## src/flc_params.svh

```systemverilog
// Purpose: Register map and field positions of the interrupt controller
// Assumes: Eight-bit register port, one clock domain
// Notes:   Included by the controller, the port checks and the bench
`ifndef FLC_PARAMS_SVH
`define FLC_PARAMS_SVH

// ---------------------------------------------------------------
// Register offsets
// ---------------------------------------------------------------
`define FLC_ADDR_ENABLE    8'ha8
`define FLC_ADDR_PRIO_HIGH 8'hb7
`define FLC_ADDR_PRIO_LOW  8'hb8
`define FLC_ADDR_EN_SET    8'hc2
`define FLC_ADDR_EN_CLR    8'hc3
`define FLC_ADDR_EVT_STAT  8'hc4
`define FLC_ADDR_EVT_MASK  8'hc5

// ---------------------------------------------------------------
// Fields and reset values
// ---------------------------------------------------------------
`define FLC_GLOBAL_BIT     7
`define FLC_SRC_MSB        5
`define FLC_ENABLE_RST     8'h00
`define FLC_PRIO_RST       6'h00
`define FLC_EVT_RST        3'h0
`define FLC_EVT_GRANT      0
`define FLC_EVT_NEST       1
`define FLC_EVT_BAD_RET    2
`define FLC_TOP_LEVEL      2'h3
`define FLC_RD_UNMAPPED    8'h00

`endif

```

## src/flc_pkg.sv

```systemverilog
// Purpose: Types shared by the interrupt controller and its users
// Assumes: Six sources, four levels
// Notes:   Constants live in flc_params.svh
package flc_pkg;

  // ---------------------------------------------------------------
  // Types
  // ---------------------------------------------------------------
  typedef logic [1:0] flc_level_t;
  typedef logic [2:0] flc_vec_t;

  // Request to the core: vector and level travel together
  typedef struct packed {
    logic       valid;
    flc_vec_t   vec;
    flc_level_t level;
  } flc_grant_t;

  // Source request lines in polling order
  typedef struct packed {
    logic timer_c;
    logic serial;
    logic timer_b;
    logic ext_b;
    logic timer_a;
    logic ext_a;
  } flc_src_t;

endpackage : flc_pkg

```

## src/flc_ctrl.sv

```systemverilog
// Purpose: Six-source, four-level nesting interrupt controller
// Assumes: Timer and serial requests come from logic on sys_clk;
//          the two external pins are asynchronous and active low
// Notes:   The core acknowledges a request with cpu_ack and ends
//          service with cpu_reti; it clears the source flag itself
`include "flc_params.svh"

// Operation
// - Six sources: two external pins, three timer overflows, serial port.
// - Each source gated by its own enable bit; masked never granted.
// - Enable bit 7 global: zero blocks all, one defers to own bits.
// - Level of a source joins its low and high priority bits.
// - Level is high bit then low bit; 0 lowest, 3 highest.
// - Service preempted only by strictly higher level; others wait.
// - Service at level 3 is never preempted.
// - Simultaneous different levels: higher level granted.
// - Equal levels: fixed polling order picks the winner.
// - Enable bits 5..0: timer c, serial, timer b, ext b, timer a, ext a.
// - Low priority bits use same positions; bits 7 and 6 reserved.
// - Enable resets to zero, all masked; single-bit access supported.
module flc_ctrl #(
  parameter int N_SRC  = 6,
  parameter int ADDR_W = 8
) (
  input  wire logic              sys_clk,
  input  wire logic              rst,
  input  wire logic [ADDR_W-1:0] addr,
  input  wire logic [7:0]        wr_data,
  input  wire logic              wr_en,
  input  wire logic              rd_en,
  output      logic [7:0]        rd_data,
  input  wire logic              ext_pin_req_a_n,
  input  wire logic              ext_pin_req_b_n,
  input  wire logic              timer_a_ovf,
  input  wire logic              timer_b_ovf,
  input  wire logic              timer_c_ovf,
  input  wire logic              serial_req,
  input  wire logic              cpu_ack,
  input  wire logic              cpu_reti,
  output flc_pkg::flc_grant_t    grant,
  output      logic [3:0]        in_service,
  output      logic              irq
);

  // ---------------------------------------------------------------
  // Elaboration checks
  // ---------------------------------------------------------------
  if (N_SRC != 6) begin : g_bad_src
    $error("flc_ctrl serves exactly six sources");
  end
  if (ADDR_W != 8) begin : g_bad_addr
    $error("flc_ctrl decodes an eight-bit address");
  end

  // ---------------------------------------------------------------
  // Registers
  // ---------------------------------------------------------------
  logic                 global_irq_enable;
  logic [N_SRC-1:0]     src_en;
  logic [N_SRC-1:0]     prio_low;
  logic [N_SRC-1:0]     prio_high;
  logic [2:0]           evt_stat;
  logic [2:0]           evt_mask;

  // Named views of the enable and low priority fields
  logic timer_c_irq_enable;
  logic serial_irq_enable;
  logic timer_b_irq_enable;
  logic ext_b_irq_enable;
  logic timer_a_irq_enable;
  logic ext_a_irq_enable;
  assign {timer_c_irq_enable, serial_irq_enable, timer_b_irq_enable,
          ext_b_irq_enable, timer_a_irq_enable, ext_a_irq_enable}
         = src_en;

  logic timer_c_prio_low;
  logic serial_prio_low;
  logic timer_b_prio_low;
  logic ext_b_prio_low;
  logic timer_a_prio_low;
  logic ext_a_prio_low;
  assign {timer_c_prio_low, serial_prio_low, timer_b_prio_low,
          ext_b_prio_low, timer_a_prio_low, ext_a_prio_low}
         = prio_low;

  // ---------------------------------------------------------------
  // External pin synchronisers
  // ---------------------------------------------------------------
  // Pins are low active; a change counts once stages two and three agree
  logic [2:0] sync_a;
  logic [2:0] sync_b;
  logic       ext_pin_req_a;
  logic       ext_pin_req_b;

  always_ff @(posedge sys_clk or posedge rst) begin
    if (rst) begin
      sync_a <= 3'h7;
      sync_b <= 3'h7;
    end else begin
      sync_a <= {sync_a[1:0], ext_pin_req_a_n};
      sync_b <= {sync_b[1:0], ext_pin_req_b_n};
    end
  end

  always_ff @(posedge sys_clk or posedge rst) begin
    if (rst) begin
      ext_pin_req_a <= 1'b0;
      ext_pin_req_b <= 1'b0;
    end else begin
      if (sync_a[1] == sync_a[2]) begin
        ext_pin_req_a <= ~sync_a[2];
      end
      if (sync_b[1] == sync_b[2]) begin
        ext_pin_req_b <= ~sync_b[2];
      end
    end
  end

  // ---------------------------------------------------------------
  // Source gathering and levels
  // ---------------------------------------------------------------
  flc_pkg::flc_src_t     src;
  logic [N_SRC-1:0]      pending;
  flc_pkg::flc_level_t   src_level [N_SRC];

  // Bit index equals polling position, so lower index polls first
  assign src.ext_a   = ext_pin_req_a;
  assign src.timer_a = timer_a_ovf;
  assign src.ext_b   = ext_pin_req_b;
  assign src.timer_b = timer_b_ovf;
  assign src.serial  = serial_req;
  assign src.timer_c = timer_c_ovf;

  // Masked or globally disabled sources never reach arbitration
  assign pending = global_irq_enable ? (src & src_en) : '0;

  for (genvar i = 0; i < N_SRC; i++) begin : g_level
    assign src_level[i] = {prio_high[i], prio_low[i]};
  end

  // ---------------------------------------------------------------
  // Arbitration
  // ---------------------------------------------------------------
  logic                in_any;
  flc_pkg::flc_level_t act_level;
  logic                found;
  flc_pkg::flc_vec_t   best_vec;
  flc_pkg::flc_level_t best_level;

  // Level of the deepest nested service still open
  always_comb begin
    in_any    = |in_service;
    act_level = 2'h0;
    for (int l = 0; l < 4; l++) begin
      if (in_service[l]) begin
        act_level = 2'(l);
      end
    end
  end

  // Strict greater-than also shuts out everything at the top level
  always_comb begin
    found      = 1'b0;
    best_vec   = 3'h0;
    best_level = 2'h0;
    for (int i = 0; i < N_SRC; i++) begin
      if (pending[i] && (!in_any || src_level[i] > act_level)
          && (!found || src_level[i] > best_level)) begin
        found      = 1'b1;
        best_vec   = 3'(i);
        best_level = src_level[i];
      end
    end
  end

  // ---------------------------------------------------------------
  // Request to the core
  // ---------------------------------------------------------------
  logic taken;
  assign taken = grant.valid && cpu_ack;

  // Dropped for one cycle after an acknowledge so that the stack
  // settles before the next winner is offered
  always_ff @(posedge sys_clk or posedge rst) begin
    if (rst) begin
      grant <= '0;
    end else if (taken) begin
      grant.valid <= 1'b0;
    end else begin
      grant.valid <= found;
      grant.vec   <= best_vec;
      grant.level <= best_level;
    end
  end

  // ---------------------------------------------------------------
  // In-service stack
  // ---------------------------------------------------------------
  logic [3:0] next_in_service;

  // One bit per level suffices: a level can be open only once
  always_comb begin
    next_in_service = in_service;
    if (cpu_reti && in_any) begin
      next_in_service[act_level] = 1'b0;
    end
    if (taken) begin
      next_in_service[grant.level] = 1'b1;
    end
  end

  always_ff @(posedge sys_clk or posedge rst) begin
    if (rst) begin
      in_service <= 4'h0;
    end else begin
      in_service <= next_in_service;
    end
  end

  // ---------------------------------------------------------------
  // Register writes
  // ---------------------------------------------------------------
  always_ff @(posedge sys_clk or posedge rst) begin
    if (rst) begin
      global_irq_enable <= 1'b0;
      src_en            <= '0;
    end else if (wr_en) begin
      if (addr == `FLC_ADDR_ENABLE) begin
        global_irq_enable <= wr_data[`FLC_GLOBAL_BIT];
        src_en            <= wr_data[`FLC_SRC_MSB:0];
      end else if (addr == `FLC_ADDR_EN_SET) begin
        // Set and clear ports let software touch one bit alone
        global_irq_enable <= global_irq_enable
                             | wr_data[`FLC_GLOBAL_BIT];
        src_en            <= src_en | wr_data[`FLC_SRC_MSB:0];
      end else if (addr == `FLC_ADDR_EN_CLR) begin
        global_irq_enable <= global_irq_enable
                             & ~wr_data[`FLC_GLOBAL_BIT];
        src_en            <= src_en & ~wr_data[`FLC_SRC_MSB:0];
      end
    end
  end

  always_ff @(posedge sys_clk or posedge rst) begin
    if (rst) begin
      prio_low  <= `FLC_PRIO_RST;
      prio_high <= `FLC_PRIO_RST;
    end else if (wr_en) begin
      // Reserved bits are not stored, so they cannot disturb levels
      if (addr == `FLC_ADDR_PRIO_LOW) begin
        prio_low  <= wr_data[`FLC_SRC_MSB:0];
      end else if (addr == `FLC_ADDR_PRIO_HIGH) begin
        prio_high <= wr_data[`FLC_SRC_MSB:0];
      end
    end
  end

  // ---------------------------------------------------------------
  // Event status and interrupt line
  // ---------------------------------------------------------------
  logic [2:0] evt_set;
  logic       stat_wr;

  assign evt_set[`FLC_EVT_GRANT]   = taken;
  assign evt_set[`FLC_EVT_NEST]    = taken && in_any;
  assign evt_set[`FLC_EVT_BAD_RET] = cpu_reti && !in_any;
  assign stat_wr = wr_en && (addr == `FLC_ADDR_EVT_STAT);

  // A new event wins over a clearing write in the same cycle
  always_ff @(posedge sys_clk or posedge rst) begin
    if (rst) begin
      evt_stat <= `FLC_EVT_RST;
    end else if (stat_wr) begin
      evt_stat <= (evt_stat & ~wr_data[2:0]) | evt_set;
    end else begin
      evt_stat <= evt_stat | evt_set;
    end
  end

  always_ff @(posedge sys_clk or posedge rst) begin
    if (rst) begin
      evt_mask <= `FLC_EVT_RST;
    end else if (wr_en && addr == `FLC_ADDR_EVT_MASK) begin
      evt_mask <= wr_data[2:0];
    end
  end

  always_ff @(posedge sys_clk or posedge rst) begin
    if (rst) begin
      irq <= 1'b0;
    end else begin
      irq <= |(evt_stat & evt_mask);
    end
  end

  // ---------------------------------------------------------------
  // Register reads
  // ---------------------------------------------------------------
  logic [7:0] rd_mux;

  // Reserved bits read as zero; unmapped offsets read as zero
  always_comb begin
    if (addr == `FLC_ADDR_ENABLE || addr == `FLC_ADDR_EN_SET
        || addr == `FLC_ADDR_EN_CLR) begin
      rd_mux = {global_irq_enable, 1'b0, src_en};
    end else if (addr == `FLC_ADDR_PRIO_LOW) begin
      rd_mux = {2'h0, prio_low};
    end else if (addr == `FLC_ADDR_PRIO_HIGH) begin
      rd_mux = {2'h0, prio_high};
    end else if (addr == `FLC_ADDR_EVT_STAT) begin
      rd_mux = {5'h00, evt_stat};
    end else if (addr == `FLC_ADDR_EVT_MASK) begin
      rd_mux = {5'h00, evt_mask};
    end else begin
      rd_mux = `FLC_RD_UNMAPPED;
    end
  end

  // Data stand only in the cycle after the strobe
  always_ff @(posedge sys_clk or posedge rst) begin
    if (rst) begin
      rd_data <= 8'h00;
    end else if (rd_en) begin
      rd_data <= rd_mux;
    end else begin
      rd_data <= 8'h00;
    end
  end

endmodule : flc_ctrl

```

## config.mk

```make
export PLATFORM = sky130hd
export DESIGN_NAME = flc_ctrl
export DESIGN_NICKNAME = d
export VERILOG_FILES = /design/src/flc_pkg.sv /design/src/flc_ctrl.sv
export VERILOG_INCLUDE_DIRS = /design/src
export SDC_FILE = /design/constraint.sdc
export NUM_CORES = 1
export LEC_CHECK = 0
export BUFFER_PORTS_ARGS = -buffer_cell sky130_fd_sc_hd__buf_2
export CAP_MARGIN = 20
export CORE_MARGIN = 3
export CORE_UTILIZATION = 30
export DETAILED_ROUTE_END_ITERATION = 6
export HOLD_SLACK_MARGIN = 0.06
export SLEW_MARGIN = 25
export SYNTH_ARGS = -nofsm -noshare
export SYNTH_HDL_FRONTEND = slang
export SYNTH_SLANG_ARGS = --single-unit
```

## constraint.sdc

```tcl
create_clock -name sys_clk -period 7.7 [get_ports sys_clk]
set_input_delay 2.31 -clock sys_clk [delete_from_list [all_inputs] [get_ports sys_clk]]
set_output_delay 2.31 -clock sys_clk [all_outputs]
set_load 0.05 [all_outputs]
```

==> out/summary.txt, run 1 <==
R2R depth - 40
final WL - 7580 µm
Die X-Extent - 106 µm
crit path from - timer_a_ovf
first-pass GRT wire length - 12400 µm
Ys Warns - 0
CP max stage cell - a31oi_1
Tot Pwr - 0.000521 W
Max Cap Violations - 0
DR vias - 2461
largest net degree at the start of global routing - 52
H-tree depth - 2
Place WS - 0.163 ns
final net count - 398
Net Count, Synth - 347
CP Launch Type - input pin
status - complete, no violations
cts bufs inserted - 5
#FFs+latches synth - 51
biggest area consumer among synthesized cells - dfrtp_1
most frequent cell after synthesis - dfrtp_1
fin crit period - 7.28 ns
Area contributors post-synth - dfrtp_1 38%, ha_1 9.2%, mux2_2 5.6%
worst slew pin tran - 0.860 ns
Slew headroom - 42.2%
site row count - 35
post-synthesis sequential area ratio - 42.8%
Min-Delay Endpoint - sync_a[1]$_DFF_PP1_
skew final - 0.00810 ns
met3 wire len - 410 µm
max incr delay on CP - 0.31 ns
Metal-1 WL - 3310 µm
PD cells - 149 nW/µm²
diodes inserted - 0
Worst Hold Slack - 0.365 ns
Post-Layout Cell Count - 478
DIE HEIGHT - 106 µm
final setup vio count - 0
hold buffers post-CTS - 0
worst hold-check path type - reg2reg
DRT iter0 DRCs - 128
CP Data Required Time - 7.94 ns
Clock Latency Late Sink - 0.31 ns
drt drc - 0
layout cells sized above 1 - 27.2%
CTS root buf - clkbuf_8
initial cell density of the core - 31.7%
Avg WL per Cell - 15.9 µm
initial antenna violation count - 0
R2R Path Start - in_service[1]$_DFF_PP0_
Final period util - 94.6%
Synth top cells by count - 45 x dfrtp_1, 29 x nand2_1, 22 x ha_1, 22 x o21ai_0, 18 x inv_1
Worst Path Max Fanout - 7
share of the synthesized area in the top cell type - 37.5%
post-route ant nets - 0
final slew viol count - 0
placed cell count - 469
ys flop type - dfrtp_1
# fillers - 992
EDFF count, synth - 0
min-delay src - sync_a[0]$_DFF_PP1_
area of the mapped netlist - 3000 µm²
clock edge transition at the registers on the reported setup and hold paths - 0.11 ns
via-per-instance ratio - 5.15
post-synthesis cell type count - 54
area of the multi-input gates - 1620 µm²
Peak Freq - 137 MHz
final hold violations - 0
Worst setup EP type - register
vias in the first global route - 2476
Port Buffers - 44
clk sinks - 51
met2 WL - 3680 µm
arrival time at the worst endpoint - 7.52 ns
Synth Instances - 297
Crit Path Category - in2reg
num ports - 47
register area - 1290 µm²
CTS tree - done
cell leakage power - 1.65 nW
die area - 11200 µm²
Tot GR Track Use - 13.7%
CP most frequent cell - a21oi_1
GPL Wtd Cong - 0.840
Final WS setup - 0.418 ns
Async SR Flop Fraction - 100%
Fin Setup TNS - 0 ns
uppermost layer routed - met4
DR pass1 iterations - 4
VDD IR max - 0.0000853 V
reg2reg end - grant[0]$_DFFE_PP0N_
Remaining Overflow, GRT - 0
Placeable Area - 9460 µm²
HPWL after DPL - 5810 µm
Clock Tree Buf Depth - 2
Mean Syn Cell Area - 10.1 µm²
hold path depth - 0
P&R area growth vs syn - 16.7%
Reg2Reg Setup Slack - 0.56 ns
## cell usage in the layout, fill, tap and decap left out, drive strengths merged, types with 7 or more instances in the layout
| cell type | count |
|---|---|
| dfrtp | 45 |
| a22oi | 7 |
| a21oi | 14 |
| mux2 | 15 |
| nand3 | 11 |
| inv | 20 |
| a22o | 7 |
| nor2 | 10 |
| buf | 50 |
| nor2b | 7 |
| ha | 22 |
| o21ai | 26 |
| nand2 | 29 |
## where the power goes
group | switching, W | leakage, nW | internal [W]
combinational | 0.0000343 | 0.931 | 0.0000234
sequential | 0.0000118 | 0.670 | 0.000280
clock | 0.000103 | 0.0519 | 0.0000693
total | 0.000149 | 1.65 | 0.000372
## layout make-up
type | instances | share of cell area [%]
multi-input combinational | 222 | 46.2
inverter | 18 | 2.00
clock buffer | 5 | 1.96
sequential | 51 | 36.7
clock inverter | 3 | 0.965
tap | 129 | 4.61
timing repair buffer | 50 | 7.57
## stage by stage
stage / area, µm² / util (%)
final: 3500 / 37.0
after global routing: 3500 / 37.0
after CTS: 3480 / 36.8
after detailed placement: 3380 / 35.7
after global placement: 3370 / 35.7
after floorplan: 3000 / -
## routing by layer
layer	GRT usage, %	up-vias
li1	-	1210
met1	17.8	1171
met2	23.0	70
met3	2.31	10
met4	4.81	0
met5	0	-
## timing repair
action	CTS	global route
buffers inserted	0	1
endpoints found under the setup margin	0	5
hold endpoints to repair	0	0
resized for setup	0	8
## how the worst max path moves through the flow
stage | end | slack (ns) | depth (start not counted)
finish | grant[0]$_DFFE_PP0N_ | 0.42 | 33
global route | grant[0]$_DFFE_PP0N_ | -0.008 | 43
CTS | grant[1]$_DFFE_PP0N_ | 0.46 | 41
detailed placement | grant[1]$_DFFE_PP0N_ | 0.16 | 33
global placement | grant[0]$_DFFE_PP0N_ | 0.16 | 33
floorplan | grant[0]$_DFFE_PP0N_ | 0.67 | 41
## logic make-up after synthesis
kind of cell / share of synthesized area, %
flops: 42.8
other cells: 0.125
fa+ha+maj: 9.17
compound gates: 22.9
simple gates: 15.6
buf+inv: 3.79
mux: 5.63
## worst max-delay path: cells and delay by family
kind / cells / cell delay [ns]
adder cells (fa/ha/maj): 4 / 1.08
AO/OA/AOI/OAI: 18 / 2.71
AND/OR/NAND/NOR: 8 / 1.09
buffers and inverters: 3 / 0.32
Note: power is estimated with default switching activity, not from simulation.
==> inputs of run 2 (changes only) <==
--- a/config.mk
+++ b/config.mk
@@ -8,7 +8,7 @@
 export LEC_CHECK = 0
 export BUFFER_PORTS_ARGS = -buffer_cell sky130_fd_sc_hd__buf_2
 export CAP_MARGIN = 20
-export CORE_MARGIN = 3
+export CORE_MARGIN = 2
 export CORE_UTILIZATION = 30
 export DETAILED_ROUTE_END_ITERATION = 6
 export HOLD_SLACK_MARGIN = 0.06
==> constraint.sdc (replaced) <==
create_clock -name sys_clk -period 8.4 [get_ports sys_clk]
set_input_delay 2.52 -clock sys_clk [delete_from_list [all_inputs] [get_ports sys_clk]]
set_output_delay 2.52 -clock sys_clk [all_outputs]
set_load 0.05 [all_outputs]
==> out/summary.txt, run 2 (synthesis gave the netlist of run 1 again) <==
diodes inserted - 0
num ports - 47
Worst setup EP type - register
Tot GR Track Use - 14.6%
Post-Layout Cell Count - 477
final setup vio count - 0
PD cells - 138 nW/µm²
DR pass1 iterations - 4
via-per-instance ratio - 5.29
CP Launch Type - input pin
P&R area growth vs syn - 15.0%
arrival time at the worst endpoint - 7.95 ns
fin crit period - 7.71 ns
VDD IR max - 0.0000668 V
Fin Setup TNS - 0 ns
Placeable Area - 9730 µm²
largest net degree at the start of global routing - 52
GPL Wtd Cong - 0.837
Avg WL per Cell - 15.8 µm
Crit Path Category - in2reg
layout cells sized above 1 - 24.4%
Place WS - 0.461 ns
worst hold-check path type - reg2reg
clock edge transition at the registers on the reported setup and hold paths - 0.11 ns
drt drc - 0
CP max stage cell - or2_1
CP Buf/Inv Count - 2
final WL - 7550 µm
CP Data Required Time - 8.64 ns
first-pass GRT wire length - 12600 µm
DRT iter0 DRCs - 105
Peak Freq - 130 MHz
Crit path depth - 33
dpl cell area - 3350 µm²
HPWL after DPL - 5710 µm
site row count - 36
skew final - 0.00951 ns
hold path depth - 0
CP most frequent cell - a21oi_1
clk sinks - 51
final net count - 393
status - complete, no violations
post-route ant nets - 0
die area - 10800 µm²
# fillers - 1017
Clock Latency Late Sink - 0.32 ns
DIE HEIGHT - 104 µm
Die X-Extent - 104 µm
DR vias - 2524
CP top delay family - compound AO/OA/AOI/OAI gates
Final period util - 91.8%
most frequent cells in the layout - 45 x dfrtp_1, 44 x buf_2, 29 x nand2_1
initial antenna violation count - 0
Final Instance Area - 3450 µm²
post-CTS setup buffer count - 0
most common cell after layout, fill and taps aside - dfrtp_1
hold buffers post-CTS - 0
H-tree depth - 2
cts repair resizes - 0
CTS root buf - clkbuf_8
final hold violations - 0
final slew viol count - 0
Worst Path Max Fanout - 7
Max Cap Violations - 0
Final WS setup - 0.688 ns
Port Buffers - 44
cell leakage power - 1.63 nW
cts bufs inserted - 5
max incr delay on CP - 0.29 ns
CTS tree - done
Slew headroom - 40.2%
placed cell count - 469
worst slew pin tran - 0.891 ns
Clock Tree Buf Depth - 2
R2R depth - 41
initial cell density of the core - 30.9%
Remaining Overflow, GRT - 0
vias in the first global route - 2560
RSZ-0062 raised after global routing - false
-- run 2: changes by cell type in the layout (fill, tap and decap cells not counted), sizes merged --
| cell | delta |
|---|---|
| clkinv | -1 |
| inv | +1 |
| buf | -5 |
-- run 2: layout make-up --
| class | count | area (µm²) | area share (%) |
|---|---|---|---|
| timing repair buffer | 45 | 228 | 6.60 |
| clock inverter | 3 | 31.3 | 0.906 |
| tap | 133 | 166 | 4.82 |
| inverter | 18 | 70.1 | 2.03 |
| multi-input combinational | 222 | 1600 | 46.5 |
| sequential | 51 | 1280 | 37.2 |
| clock buffer | 5 | 68.8 | 1.99 |
-- run 2: per-layer routing --
| metal | vias up | global-route usage (%) | part of all wire (%) |
|---|---|---|---|
| met2 | 60 | 24.9 | 49 |
| li1 | 1197 | - | - |
| met1 | 1252 | 18.0 | 44 |
| met5 | - | 0 | 0 |
| met4 | 0 | 5.69 | 2.6 |
| met3 | 15 | 3.20 | 3.9 |
-- run 2: through the flow --
step	hold slack, ns	utilization [%]	power (W)
6_report	0.362	35.5	0.000478
3_3_place_gp	0.346	34.4	0.000322
4_1_cts	0.364	35.5	0.000486
2_1_floorplan	0.345	-	0.000303
5_1_grt	0.366	35.5	0.000501
3_5_place_dp	0.347	34.5	0.000324
-- run 2: path summary, 6_finish.rpt --
path / slack [ns] / end / startpoint
max reg2reg: 0.88 / grant[1]$_DFFE_PP0N_ / in_service[2]$_DFF_PP0_
max in group asynchronous: 5.68 / grant[5]$_DFF_PP0_ / rst
min in group asynchronous: 2.27 / rd_data[4]$_DFF_PP0_ / rst
min reg2reg: 0.36 / sync_a[1]$_DFF_PP1_ / sync_a[0]$_DFF_PP1_
max: 0.69 / grant[1]$_DFFE_PP0N_ / timer_a_ovf
min: 0.36 / sync_a[1]$_DFF_PP1_ / sync_a[0]$_DFF_PP1_
-- run 2: power by group --
group          leakage, nW  internal, W  switching, W
registers            0.674     0.000256     0.0000105
clock network       0.0526    0.0000641     0.0000942
logic                0.908    0.0000210     0.0000315
==> inputs of run 3 (changes only) <==
--- a/config.mk
+++ b/config.mk
@@ -6,12 +6,14 @@
 export SDC_FILE = /design/constraint.sdc
 export NUM_CORES = 1
 export LEC_CHECK = 0
+export ABC_AREA = 1
 export BUFFER_PORTS_ARGS = -buffer_cell sky130_fd_sc_hd__buf_2
 export CAP_MARGIN = 20
 export CORE_MARGIN = 2
 export CORE_UTILIZATION = 30
 export DETAILED_ROUTE_END_ITERATION = 6
 export HOLD_SLACK_MARGIN = 0.06
+export PLACE_DENSITY_LB_ADDON = 0.25
 export SLEW_MARGIN = 25
 export SYNTH_ARGS = -nofsm -noshare
 export SYNTH_HDL_FRONTEND = slang
==> out/summary.txt, run 3 <==
Slew headroom - 57.2%
fin crit period - 6.94 ns
worst hold-check path type - reg2reg
min-delay src - sync_b[0]$_DFF_PP1_
initial cell density of the core - 30.8%
H-tree depth - 2
Max Cap Violations - 0
Reg2Reg Setup Slack - 1.86 ns
CTS tree - done
Synth Instances - 388
most common cell after layout, fill and taps aside - nand2_1
HPWL after DPL - 5810 µm
Net Count, Synth - 438
site row count - 36
largest net degree at the start of global routing - 52
Port Buffers - 44
num ports - 47
final setup vio count - 0
VDD IR max - 0.0000765 V
DR pass1 iterations - 4
status - complete, no violations
final hold violations - 0
Final Instance Area - 3480 µm²
Peak Freq - 144 MHz
final slew viol count - 0
Placeable Area - 9770 µm²
post-synthesis sequential area ratio - 42.6%
clock edge transition at the registers on the reported setup and hold paths - 0.10 ns
post-synthesis cell type count - 37
GPL Wtd Cong - 0.818
#FFs+latches synth - 51
Clock Tree Buf Depth - 2
Clock Latency Late Sink - 0.31 ns
CP max stage cell - ha_1
PD cells - 180 nW/µm²
R2R Path Start - in_service[2]$_DFF_PP0_
final WL - 7500 µm
CP top delay family - simple AND/OR/NAND/NOR gates
CTS root buf - clkbuf_8
cts bufs inserted - 5
most frequent cells in the layout - 106 x nand2_1, 57 x inv_1, 45 x dfrtp_1
met2 GRT Util - 25.0%
hold buffers post-CTS - 0
DR vias - 2618
skew final - 0.0117 ns
Worst Hold Slack - 0.362 ns
arrival time at the worst endpoint - 7.18 ns
ys flop type - dfrtp_1
layout cells sized above 1 - 18.8%
dpl cell area - 3390 µm²
share of the synthesized area in the top cell type - 37.3%
CP most frequent cell - nand2_1
P&R area growth vs syn - 15.5%
CP Data Required Time - 8.65 ns
Fin Setup TNS - 0 ns
Mean Syn Cell Area - 7.77 µm²
CP Launch Type - input pin
Worst setup EP type - register
Ys Warns - 0
final net count - 486
Tot GR Track Use - 14.5%
Avg WL per Cell - 13.2 µm
worst slew pin tran - 0.641 ns
clk sinks - 51
GR peak layer - met2
Worst Path Max Fanout - 6
Synth top cells by count - 106 x nand2_1, 58 x inv_1, 45 x dfrtp_1
initial antenna violation count - 0
Crit Path Category - in2reg
biggest area consumer among synthesized cells - dfrtp_1
Final WS setup - 1.46 ns
via-per-instance ratio - 4.59
area of the mapped netlist - 3020 µm²
most frequent cell after synthesis - nand2_1
diodes inserted - 0
die area - 10900 µm²
max incr delay on CP - 0.29 ns
post-CTS setup buffer count - 0
vias in the first global route - 2602
DRT iter0 DRCs - 129
Area contributors post-synth - dfrtp_1 37%, nand2_1 13%, ha_1 9.1%
first-pass GRT wire length - 12700 µm
crit path from - timer_a_ovf
Remaining Overflow, GRT - 0
Async SR Flop Fraction - 100%
CP Buf/Inv Count - 7
EDFF count, synth - 0
met3 Track Usage GR - 2.51%
cts repair resizes - 0
Place WS - 1.14 ns
Die X-Extent - 104 µm
post-route ant nets - 0
Tot Pwr - 0.000627 W
drt drc - 0
Final period util - 82.6%
cell leakage power - 1.88 nW
DIE HEIGHT - 104 µm
GR Layer Usage met1 - 19.2%
RSZ-0062 raised after global routing - false
-- run 3: where the power goes --
part           internal (W)  switching, W  total, W
Sequential         0.000269     0.0000186  0.000287
Combinational     0.0000537      0.000133  0.000186
Clock             0.0000614     0.0000917  0.000153
-- run 3: metal layers --
metal	part of all wire (%)	vias up	routed length, µm
li1	-	1351	-
met1	49	1209	3650
met2	47	50	3540
met3	2.7	8	206
met4	1.4	0	102
met5	0	-	0
-- run 3: layout make-up --
class	count	area [µm²]
clock inverter	3	27.5
clock buffer	5	68.8
fill	1062	6290
tap	133	166
timing repair buffer	44	220
multi-input combinational	274	1490
sequential	51	1280
inverter	60	228
-- run 3: per-stage QoR --
stage / std cells / utilization [%]
final: 570 / 35.6
after global routing: 570 / 35.6
after CTS: 570 / 35.6
after detailed placement: 562 / 34.7
after global placement: 562 / 34.6
after floorplan: 388 / -
-- run 3: worst paths after layout --
| check | end | depth (start not counted) |
|---|---|---|
| worst max-delay path | grant[3]$_DFFE_PP0N_ | 41 |
| worst min-delay path | sync_b[1]$_DFF_PP1_ | 0 |
| worst max register to register | grant[3]$_DFFE_PP0N_ | 54 |
| worst min register to register | sync_b[1]$_DFF_PP1_ | 0 |
| max in group asynchronous | rd_data[2]$_DFF_PP0_ | 2 |
| min in group asynchronous | in_service[3]$_DFF_PP0_ | 2 |
-- run 3: kinds of logic (layout without fill, tap and decap cells) --
family,after synthesis,count (layout),share of synthesized area (%)
flops,51,51,42.6
buf+inv,63,112,8.05
fa+ha+maj,22,22,9.13
other cells,1,1,0.124
compound gates,77,77,14.0
simple gates,174,174,26.1
-- run 3: worst reg2reg max path: cells and delay by family (launching register included) --
kind | cells | cell delay (ns)
adder cells (fa/ha/maj) | 6 | 1.75
AO/OA/AOI/OAI | 6 | 0.74
AND/OR/NAND/NOR | 33 | 2.98
buffers and inverters | 9 | 0.56
flip-flops | 1 | 0.45
